<file path="config.mk">
export PLATFORM = sky130hd
export DESIGN_NAME = mode_and_access_protection
export DESIGN_NICKNAME = d
export VERILOG_FILES = /design/src/core/mode_prot_pkg.sv /design/src/core/mode_and_access_protection.sv
export SDC_FILE = /design/constraint.sdc
export NUM_CORES = 2
export LEC_CHECK = 0
export BUFFER_PORTS_ARGS = -buffer_cell sky130_fd_sc_hd__buf_2
export CAP_MARGIN = 20
export CELL_PAD_IN_SITES_DETAIL_PLACEMENT = 1
export CELL_PAD_IN_SITES_GLOBAL_PLACEMENT = 1
export CORE_MARGIN = 1.5
export CORE_UTILIZATION = 45
export CTS_CLUSTER_SIZE = 10
export DETAILED_ROUTE_END_ITERATION = 12
export GPL_ROUTABILITY_DRIVEN = 0
export PLACE_DENSITY_LB_ADDON = 0.1
export RECOVER_POWER = 25
export SETUP_SLACK_MARGIN = 0.05
export SYNTH_ARGS = -nofsm -noshare
export SYNTH_HDL_FRONTEND = slang
export SYNTH_SLANG_ARGS = --single-unit
</file>
<file path="constraint.sdc">
create_clock -name aclk -period 7.22 [get_ports aclk]
set_input_delay 0.361 -clock aclk [delete_from_list [all_inputs] [get_ports aclk]]
set_output_delay 0.361 -clock aclk [all_outputs]
set_load 0.02 [all_outputs]
</file>
<file path="src/core/mode_prot_pkg.sv">
// constants for the mode and access protection checker
// assumes a 32-bit axi4-lite register bus and a single processor clock
package mode_prot_pkg;

  // ******************************************************************
  // register map
  // ******************************************************************
  localparam logic [11:0] guard_index = 12'h007; // register number of gpr_bank_guard
  localparam logic [11:0] guard_addr = 12'h01c; // byte address, four times the index
  localparam logic [11:0] config_addr = 12'h020;
  localparam logic [11:0] cause_addr = 12'h024;
  localparam logic [11:0] tlb_base_addr = 12'h100;
  localparam logic [11:0] tlb_top_addr = 12'h1fc;
  localparam logic [1:0] resp_okay = 2'h0;
  localparam logic [1:0] resp_slverr = 2'h2;

  // ******************************************************************
  // field layout
  // ******************************************************************
  localparam int sup_flag_pos = 4; // supervisor_flag inside processor_status_word
  localparam logic [15:0] guard_impl_mask = 16'hfff0; // banks 0 to 3 absent
  localparam logic [31:0] guard_reset = 32'h00000000;
  localparam int cfg_tag_lsb = 0; // process_tag 7:0
  localparam int cfg_ps0_lsb = 8; // page size of first_xlate_buffer 10:8
  localparam int cfg_ps1_lsb = 12; // page size of second_xlate_buffer 14:12
  localparam int cfg_join_pos = 16; // one four-way buffer with one page size
  localparam logic [31:0] config_mask = 32'h000177ff;
  localparam int valid_pos = 12; // entry_valid_flag in word 0
  localparam int sw_pos = 11;
  localparam int ur_pos = 10;
  localparam int uw_pos = 9;
  localparam int ue_pos = 8;
  localparam int global_pos = 2; // global_page_flag in word 1
  localparam logic [31:0] vtag_field = 32'hffffe000;
  localparam logic [31:0] rpn_field = 32'hfffffc00;

  // ******************************************************************
  // numbers of the checks
  // ******************************************************************
  localparam logic [7:0] spr_user_top = 8'h7f; // 127
  localparam logic [7:0] spr_virtual_low = 8'ha0; // 160
  localparam logic [7:0] vector_user_top = 8'h3f; // 63
  localparam logic [7:0] local_base = 8'h80; // local registers begin here
  localparam int min_page_bits = 10; // 1 Kbyte
  localparam int page_step_bits = 2; // factor of four
  localparam int set_bits = 3; // eight sets per buffer
  localparam int entry_count = 16; // per buffer, two columns of eight

  // ******************************************************************
  // types
  // ******************************************************************
  typedef enum logic [1:0] {cause_none, cause_prot, cause_data_mmu, cause_instr_mmu} cause_e;
  typedef enum logic [1:0] {mem_none, mem_load, mem_store, mem_load_store} mem_e;

endpackage : mode_prot_pkg

</file>
<file path="src/core/mode_and_access_protection.sv">
// mode, register-bank and page permission checker with its register file
// assumes the pipeline presents one access per req_valid pulse on aclk
// and takes the verdict one cycle later; software uses axi4-lite
//
// Summary of operation
// - supervisor flag one means supervisor mode
// - special registers 160 to 255 always trap
// - supervisor ignores bank guard bits
// - user access to tlb registers traps
// - user load/store with physical or user flag traps
// - user return, invalidate, halt trap; halt maskable
// - user special registers 0-127, 160-255 trap
// - user assert/emulate vectors 0 to 63 trap
// - banks of sixteen by absolute number
// - guarded bank trap, locals after stack offset
// - guard register holds sixteen bits, upper reserved
// - user read/write/fetch needs matching permission
// - permission bits gate access after translation
// - supervisor loads/fetches free, stores need write
// - atomic load-then-store needs both permissions
// - denial raises data or instruction mmu trap
// - sixteen entries, two columns of eight
// - entries are sixty-four bits wide
// - each entry carries an eight-bit owner tag
// - page sizes 1 Kbyte to 16 Mbyte by four
// - separate page sizes or one four-way buffer
// - owner tag matches process tag unless global
// - only valid entries translate
`timescale 1ns/1ps
module mode_and_access_protection (
  // clock and reset
  input wire logic aclk,
  input wire logic aresetn,
  // axi4-lite write channels
  input wire logic [11:0] s_axi_awaddr,
  input wire logic s_axi_awvalid,
  output logic s_axi_awready,
  input wire logic [31:0] s_axi_wdata,
  input wire logic [3:0] s_axi_wstrb,
  input wire logic s_axi_wvalid,
  output logic s_axi_wready,
  output logic [1:0] s_axi_bresp,
  output logic s_axi_bvalid,
  input wire logic s_axi_bready,
  // axi4-lite read channels
  input wire logic [11:0] s_axi_araddr,
  input wire logic s_axi_arvalid,
  output logic s_axi_arready,
  output logic [31:0] s_axi_rdata,
  output logic [1:0] s_axi_rresp,
  output logic s_axi_rvalid,
  input wire logic s_axi_rready,
  // request from the pipeline
  input wire logic req_valid,
  input wire logic [31:0] processor_status_word,
  input wire logic spr_access,
  input wire logic [7:0] spr_number,
  input wire logic tlb_reg_access,
  input wire logic [2:0] gpr_used,
  input wire logic [23:0] gpr_numbers,
  input wire logic [6:0] stack_offset,
  input wire logic priv_instr,
  input wire logic halt_instr,
  input wire logic halt_check_disable,
  input wire logic vector_instr,
  input wire logic [7:0] vector_number,
  input wire logic [1:0] mem_kind,
  input wire logic fetch,
  input wire logic mapped,
  input wire logic physical_address_flag,
  input wire logic user_access_flag,
  input wire logic [31:0] vaddr,
  // verdict to the pipeline
  output logic resp_valid,
  output logic trap_req,
  output logic [1:0] trap_cause,
  output logic access_go,
  output logic xlate_miss,
  output logic [31:0] phys_addr
);

  // ******************************************************************
  // storage
  // ******************************************************************
  logic [15:0] gpr_bank_guard;
  logic [31:0] config_reg;
  logic [1:0] last_cause;
  // index {buffer, column, set, word}: two buffers of 16 entries of 64 bits
  logic [31:0] tlb_mem [0:4*mode_prot_pkg::entry_count-1];
  logic aw_got;
  logic w_got;
  logic [11:0] aw_addr;
  logic [31:0] w_data;
  logic [3:0] w_strb;

  // ******************************************************************
  // axi4-lite write side
  // ******************************************************************
  logic do_write;
  assign do_write = aw_got && w_got && !s_axi_bvalid;

  // address and data are taken in either order, answered when both held
  always_ff @(posedge aclk) begin
    if (!aresetn) begin
      aw_got <= 1'b0;
      w_got <= 1'b0;
      aw_addr <= 12'h000;
      w_data <= 32'h00000000;
      w_strb <= 4'h0;
      s_axi_awready <= 1'b1;
      s_axi_wready <= 1'b1;
      s_axi_bvalid <= 1'b0;
      s_axi_bresp <= mode_prot_pkg::resp_okay;
    end else begin
      if (s_axi_awvalid && s_axi_awready) begin
        aw_got <= 1'b1;
        aw_addr <= s_axi_awaddr;
        s_axi_awready <= 1'b0;
      end
      if (s_axi_wvalid && s_axi_wready) begin
        w_got <= 1'b1;
        w_data <= s_axi_wdata;
        w_strb <= s_axi_wstrb;
        s_axi_wready <= 1'b0;
      end
      if (do_write) begin
        aw_got <= 1'b0;
        w_got <= 1'b0;
        s_axi_bvalid <= 1'b1;
        s_axi_bresp <= (aw_addr == mode_prot_pkg::guard_addr ||
                        aw_addr == mode_prot_pkg::config_addr ||
                        aw_addr == mode_prot_pkg::cause_addr ||
                        (aw_addr >= mode_prot_pkg::tlb_base_addr &&
                         aw_addr <= mode_prot_pkg::tlb_top_addr)) ?
                       mode_prot_pkg::resp_okay : mode_prot_pkg::resp_slverr;
      end
      if (s_axi_bvalid && s_axi_bready) begin
        s_axi_bvalid <= 1'b0;
        s_axi_awready <= 1'b1;
        s_axi_wready <= 1'b1;
      end
    end
  end

  // byte-lane merge of the held write data
  function automatic logic [31:0] merge(input logic [31:0] old, input logic [31:0] nw,
                                        input logic [3:0] strb);
    logic [31:0] res;
    res = old;
    for (int i = 0; i < 4; i++) begin
      if (strb[i]) res[i*8 +: 8] = nw[i*8 +: 8];
    end
    return res;
  endfunction : merge

  // guard and configuration registers; absent banks and reserved bits stay zero
  always_ff @(posedge aclk) begin
    if (!aresetn) begin
      gpr_bank_guard <= mode_prot_pkg::guard_reset[15:0];
      config_reg <= 32'h00000000;
    end else if (do_write) begin
      if (aw_addr == mode_prot_pkg::guard_addr) begin
        gpr_bank_guard <= 16'(merge({16'h0000, gpr_bank_guard}, w_data, w_strb)) &
                          mode_prot_pkg::guard_impl_mask;
      end else if (aw_addr == mode_prot_pkg::config_addr) begin
        config_reg <= merge(config_reg, w_data, w_strb) & mode_prot_pkg::config_mask;
      end
    end
  end

  // translation entries, one word per address
  always_ff @(posedge aclk) begin
    if (do_write && aw_addr >= mode_prot_pkg::tlb_base_addr &&
        aw_addr <= mode_prot_pkg::tlb_top_addr) begin
      tlb_mem[aw_addr[7:2]] <= merge(tlb_mem[aw_addr[7:2]], w_data, w_strb);
    end
  end

  // ******************************************************************
  // axi4-lite read side
  // ******************************************************************
  always_ff @(posedge aclk) begin
    if (!aresetn) begin
      s_axi_arready <= 1'b1;
      s_axi_rvalid <= 1'b0;
      s_axi_rdata <= 32'h00000000;
      s_axi_rresp <= mode_prot_pkg::resp_okay;
    end else if (s_axi_arvalid && s_axi_arready) begin
      s_axi_arready <= 1'b0;
      s_axi_rvalid <= 1'b1;
      s_axi_rresp <= mode_prot_pkg::resp_okay;
      if (s_axi_araddr == mode_prot_pkg::guard_addr) begin
        s_axi_rdata <= {16'h0000, gpr_bank_guard};
      end else if (s_axi_araddr == mode_prot_pkg::config_addr) begin
        s_axi_rdata <= config_reg;
      end else if (s_axi_araddr == mode_prot_pkg::cause_addr) begin
        s_axi_rdata <= {30'h00000000, last_cause};
      end else if (s_axi_araddr >= mode_prot_pkg::tlb_base_addr &&
                   s_axi_araddr <= mode_prot_pkg::tlb_top_addr) begin
        s_axi_rdata <= tlb_mem[s_axi_araddr[7:2]];
      end else begin
        s_axi_rdata <= 32'h00000000;
        s_axi_rresp <= mode_prot_pkg::resp_slverr;
      end
    end else if (s_axi_rvalid && s_axi_rready) begin
      s_axi_rvalid <= 1'b0;
      s_axi_arready <= 1'b1;
    end
  end

  // ******************************************************************
  // mode and register checks
  // ******************************************************************
  logic supervisor;
  logic [7:0] process_tag;
  logic user_trap;
  logic spr_trap;
  logic gpr_trap;
  logic [7:0] abs_num;
  logic [7:0] gnum;

  assign supervisor = processor_status_word[mode_prot_pkg::sup_flag_pos];
  assign process_tag = config_reg[mode_prot_pkg::cfg_tag_lsb +: 8];
  assign spr_trap = spr_access && (spr_number >= mode_prot_pkg::spr_virtual_low ||
                    (!supervisor && spr_number <= mode_prot_pkg::spr_user_top));

  // bank check on absolute numbers, locals offset by the stack pointer first
  always_comb begin
    gpr_trap = 1'b0;
    abs_num = 8'h00;
    gnum = 8'h00;
    for (int i = 0; i < 3; i++) begin
      gnum = gpr_numbers[i*8 +: 8];
      abs_num = (gnum >= mode_prot_pkg::local_base) ?
                {1'b1, 7'(gnum[6:0] + stack_offset)} : gnum;
      if (gpr_used[i] && gpr_bank_guard[abs_num[7:4]]) gpr_trap = 1'b1;
    end
    if (supervisor) gpr_trap = 1'b0;
  end

  assign user_trap = !supervisor && (tlb_reg_access ||
                     (mem_kind != mode_prot_pkg::mem_none &&
                      (physical_address_flag || user_access_flag)) ||
                     priv_instr || (halt_instr && !halt_check_disable) ||
                     (vector_instr && vector_number <= mode_prot_pkg::vector_user_top));

  // ******************************************************************
  // translation lookup over both buffers and both columns
  // ******************************************************************
  logic hit;
  logic [31:0] hit_w0;
  logic [31:0] hit_w1;
  logic [2:0] ps;
  logic [4:0] off;
  logic [2:0] set_idx;
  logic [31:0] low_mask;
  logic [31:0] cw0;
  logic [31:0] cw1;

  always_comb begin
    hit = 1'b0;
    hit_w0 = 32'h00000000;
    hit_w1 = 32'h00000000;
    ps = 3'h0;
    off = 5'h00;
    set_idx = 3'h0;
    low_mask = 32'h00000000;
    cw0 = 32'h00000000;
    cw1 = 32'h00000000;
    for (int b = 0; b < 2; b++) begin
      for (int c = 0; c < 2; c++) begin
        // joined buffers share one page size, else each has its own
        ps = (b == 1 && !config_reg[mode_prot_pkg::cfg_join_pos]) ?
             config_reg[mode_prot_pkg::cfg_ps1_lsb +: 3] :
             config_reg[mode_prot_pkg::cfg_ps0_lsb +: 3];
        off = 5'(mode_prot_pkg::min_page_bits + mode_prot_pkg::page_step_bits * ps);
        set_idx = 3'(vaddr >> off);
        low_mask = (32'h1 << (off + 5'(mode_prot_pkg::set_bits))) - 32'h1;
        cw0 = tlb_mem[{1'(b), 1'(c), set_idx, 1'b0}];
        cw1 = tlb_mem[{1'(b), 1'(c), set_idx, 1'b1}];
        if (!hit && cw0[mode_prot_pkg::valid_pos] &&
            ((cw0 ^ vaddr) & ~low_mask & mode_prot_pkg::vtag_field) == 32'h0 &&
            (cw1[mode_prot_pkg::global_pos] || cw0[7:0] == process_tag)) begin
          hit = 1'b1;
          hit_w0 = cw0;
          hit_w1 = cw1 & ~((32'h1 << off) - 32'h1) & mode_prot_pkg::rpn_field;
          hit_w1 = hit_w1 | (vaddr & ((32'h1 << off) - 32'h1));
        end
      end
    end
  end

  // ******************************************************************
  // page permissions
  // ******************************************************************
  logic xlate;
  logic load_ok;
  logic store_ok;
  logic page_deny;
  logic is_load;
  logic is_store;

  assign xlate = mapped && (fetch || mem_kind != mode_prot_pkg::mem_none);
  assign is_load = mem_kind == mode_prot_pkg::mem_load || mem_kind == mode_prot_pkg::mem_load_store;
  assign is_store = mem_kind == mode_prot_pkg::mem_store ||
                    mem_kind == mode_prot_pkg::mem_load_store;
  assign load_ok = supervisor || hit_w0[mode_prot_pkg::ur_pos];
  assign store_ok = supervisor ? hit_w0[mode_prot_pkg::sw_pos] :
                    hit_w0[mode_prot_pkg::uw_pos];
  // atomic load-then-store fails as a whole when either half is denied
  assign page_deny = xlate && hit &&
                     ((fetch && !supervisor && !hit_w0[mode_prot_pkg::ue_pos]) ||
                      (is_load && !load_ok) || (is_store && !store_ok));

  // ******************************************************************
  // verdict to the pipeline
  // ******************************************************************
  mode_prot_pkg::cause_e next_cause;

  always_comb begin
    if (spr_trap || gpr_trap || user_trap) next_cause = mode_prot_pkg::cause_prot;
    else if (page_deny && fetch) next_cause = mode_prot_pkg::cause_instr_mmu;
    else if (page_deny) next_cause = mode_prot_pkg::cause_data_mmu;
    else next_cause = mode_prot_pkg::cause_none;
  end

  // one registered answer per request, access released only without a trap
  always_ff @(posedge aclk) begin
    if (!aresetn) begin
      resp_valid <= 1'b0;
      trap_req <= 1'b0;
      trap_cause <= mode_prot_pkg::cause_none;
      access_go <= 1'b0;
      xlate_miss <= 1'b0;
      phys_addr <= 32'h00000000;
    end else begin
      resp_valid <= req_valid;
      trap_req <= req_valid && next_cause != mode_prot_pkg::cause_none;
      trap_cause <= req_valid ? next_cause : mode_prot_pkg::cause_none;
      access_go <= req_valid && next_cause == mode_prot_pkg::cause_none &&
                   !(xlate && !hit);
      xlate_miss <= req_valid && xlate && !hit && next_cause == mode_prot_pkg::cause_none;
      phys_addr <= (xlate && hit) ? hit_w1 : vaddr;
    end
  end

  // cause of the latest trap, kept for software
  always_ff @(posedge aclk) begin
    if (!aresetn) last_cause <= mode_prot_pkg::cause_none;
    else if (req_valid && next_cause != mode_prot_pkg::cause_none) last_cause <= next_cause;
  end
endmodule : mode_and_access_protection

</file>
==> impl_metrics.ini <==
[worst_hold_path]
hold_path_depth = 3
hold_class = in -> reg

[synth]
yosysWarnings = 0
seq_area_frac_synth = 0.609
yosysTopAreaCellShare = 0.579
synth_common_cells = 2,048 x edfxtp_1, 1,455 x nand2_1, 736 x mux4_2, 595 x nand3_1, 436 x nor2_1
syn_area_per_cell_um2 = 14.0
netlist_instances = 7600
synth-simple-area-share = 0.113
ys_types = 102
synth_fa_ha_area_frac = 0.00401
netlist_area_um2 = 106000
synth_top_family_by_area = multiplexers
synth-edff-count = 2048
ys_async_sr_fraction = 0
synth_xor_area_frac = 0.0101
synth_most_common_cell = edfxtp_1
synth.mux.area_fraction = 0.189
yosys.area.top_type = edfxtp_1
synthTopCellsByArea = edfxtp_1 58%, mux4_2 16%, nand2_1 5.1%
synth-main-ff-cell = edfxtp_1
synth-compound-area-share = 0.0504
ys_seq_elements = 2204

[clock_tree]
htreeDepth = 5
numClockSinks = 2204
cts_buffer_depth = 4
cts_buffers = 282
cts_tree = built
cts-root-buf = clkbuf_16
post_cts_buffers = 0
clk-insertion-delay-late_ps = 970
path_clk_slew_ps = 60

[timing]
period_needed_ps = 7000
fin_crit_sh = 0.969
hold_violations = 0
slew_viol_final = 1576
slew_headroom = -1.41
rsz0062_at_grt = no
setup_viol = 0
fin_hold_ws_ps = 51.1
tightestPinTransition_ps = 3620
clock_skew_ps = 58.9
max_freq_mhz = 143
finalSetupTns_ps = 0

[setup_path]
required_ps = 8040
end_kind = flop
cp.arrival_ps = 7820
cp.depth = 20
cp_cell_sequence = buf_4, mux2_2, mux4_4, buf_12, buf_4, nor2_1, buf_4, nand3_1, nand4_1, mux2i_1, o2111ai_1, nor4_2, and3_2, buf_4, nor3b_1, or4_1, o211a_1, a311oi_1, o31ai_1, a221oi_1
cp_max_fo = 38
critPathLaunchType = flop
critPathBufInv = 5
critical_path.top_delay_family = simple AND/OR/NAND/NOR gates
critPathMaxStageDelay_ps = 670
cpMaxStageDelayCell = mux4_4
crit_path_frequent_cell = buf_4
path_class = reg -> reg
r2r_cells = 20

[route]
via_per_inst = 6.68
wirelength_um = 436000
dr.pass1.iters = 6
drt.antenna.violating_nets = 0
drt_iter0_markers = 11200
drc = 0
wl_per_cell_um = 38.3
vias = 76000

[outcome]
status = finished, violations left
violations = max-capacitance violations, max-slew violations

[floorplan]
fp-row-count = 178
dieArea_um2 = 239000
dieHeight_um = 489
die_w_um = 489
start_util = 0.452
coreArea_um2 = 235000
ios = 273

[cells_and_area]
drive_gt1_frac = 0.217
regArea_um2 = 64600
fillCellCount = 22800
multi_input_area_um2 = 39100
final_nets = 8277
area_growth_syn_to_layout_pct = 14.6
largest_register_ffs = 2048

[power]
vdd_drop_max_mv = 0.215
p_comb_frac = 0.090
p_leak_nw = 40.1
seq_power_share = 0.477
power.density_nw_per_um2 = 242
p_int_mw = 22.3
net-switching-power_mw = 7.13
p_sw_frac = 0.242
clockPowerShare = 0.432

[global_routing]
antenna_found_initial = 60
first_global_vias = 76200
overflow = 0
grt_usage = 0.364
grt_pass1_wl_um = 602000
grt_max_degree = 105

[placed_design]
port_buffers = 228
dpl.hpwl_um = 301000

[job]
cap_viol_max_count = 24
## final cells by class
class | instances | area share
multi-input cells | 4782 | 0.321
inverters | 43 | 0.00137
flip-flops and latches | 2204 | 0.531
clock buffers | 414 | 0.0639
well taps | 3150 | 0.0324
diodes | 35 | 0.000720
repair buffers | 736 | 0.0477
clock inverters | 27 | 0.00147
## metal layers
metal	vias up	track usage	wire length (um)
met3	988	0.0897	44800
met4	28	0.205	27300
met1	40100	0.479	166000
met2	4548	0.552	198000
met5	-	0	184
li1	30400	-	-
## stage by stage
step / total power [mW] / util / instances / setup WS [ps] / cell area (um^2)
global route: 30.1 / 0.518 / 11400 / 123 / 122000
finish: 29.5 / 0.518 / 11400 / 223 / 122000
global placement: 16.8 / 0.478 / 10800 / 330 / 112000
floorplan: 15.8 / - / 7601 / 2130 / 106000
CTS: 29.5 / 0.517 / 11300 / 159 / 121000
detailed placement: 16.9 / 0.479 / 10800 / 195 / 113000
## layout by cell type (no fill, tap or decap), types with 37 or more instances in the layout
cell type,Yosys,routed
buf_2,84,225
clkbuf_1,323,140
inv_1,37,37
dlygate4sd3_1,0,81
nor3_1,40,38
edfxtp_1,2048,2048
a21oi_1,216,214
xnor2_1,97,97
mux4_2,736,732
dfxtp_1,156,148
nand3_1,595,591
mux2i_1,318,318
a31oi_1,58,58
a22oi_1,44,44
a311oi_1,67,67
clkbuf_16,0,288
nand2_1,1455,1454
and3_1,92,92
buf_4,20,323
o21ai_0,65,65
nor2_1,436,434
buf_12,0,44
## power by group through the flow
| stage | Sequential, mW | Combinational [mW] | Clock, mW |
|---|---|---|---|
| after global routing | 14.1 | 2.76 | 13.2 |
| after floorplan | 14.4 | 1.36 | 0 |
| after global placement | 14.3 | 2.53 | 0 |
| final | 14.1 | 2.67 | 12.7 |
| after detailed placement | 14.3 | 2.57 | 0 |
| after CTS | 14.0 | 2.62 | 12.8 |
## worst min-delay path, cell delays in order
cell and delay [ps]:
buf_2 190, inv_1 240, a221oi_1 130
## logic make-up after synthesis
logic type	count (synthesis)
buffers and inverters	615
adder cells (fa/ha/maj)	34
flip-flops	2204
other	1
AO/OA/AOI/OAI	763
multiplexers	1084
XOR/XNOR	123
AND/OR/NAND/NOR	2776
## worst paths after layout
path | slack, ps | to | from
worst max-delay path | 220 | last_cause[0] | config_reg[10]
worst min-delay path | 50 | phys_addr[27] | vaddr[27]
worst max register to register | 220 | last_cause[0] | config_reg[10]
worst min register to register | 450 | w_data[16] | w_data[16]
## timing repair
action	in CTS	in global routing
endpoints found under the hold margin	84	0
hold buffers	81	0
gates resized for setup	0	3
endpoints found under the setup margin	0	4
Power figures use the tool's default switching activity.
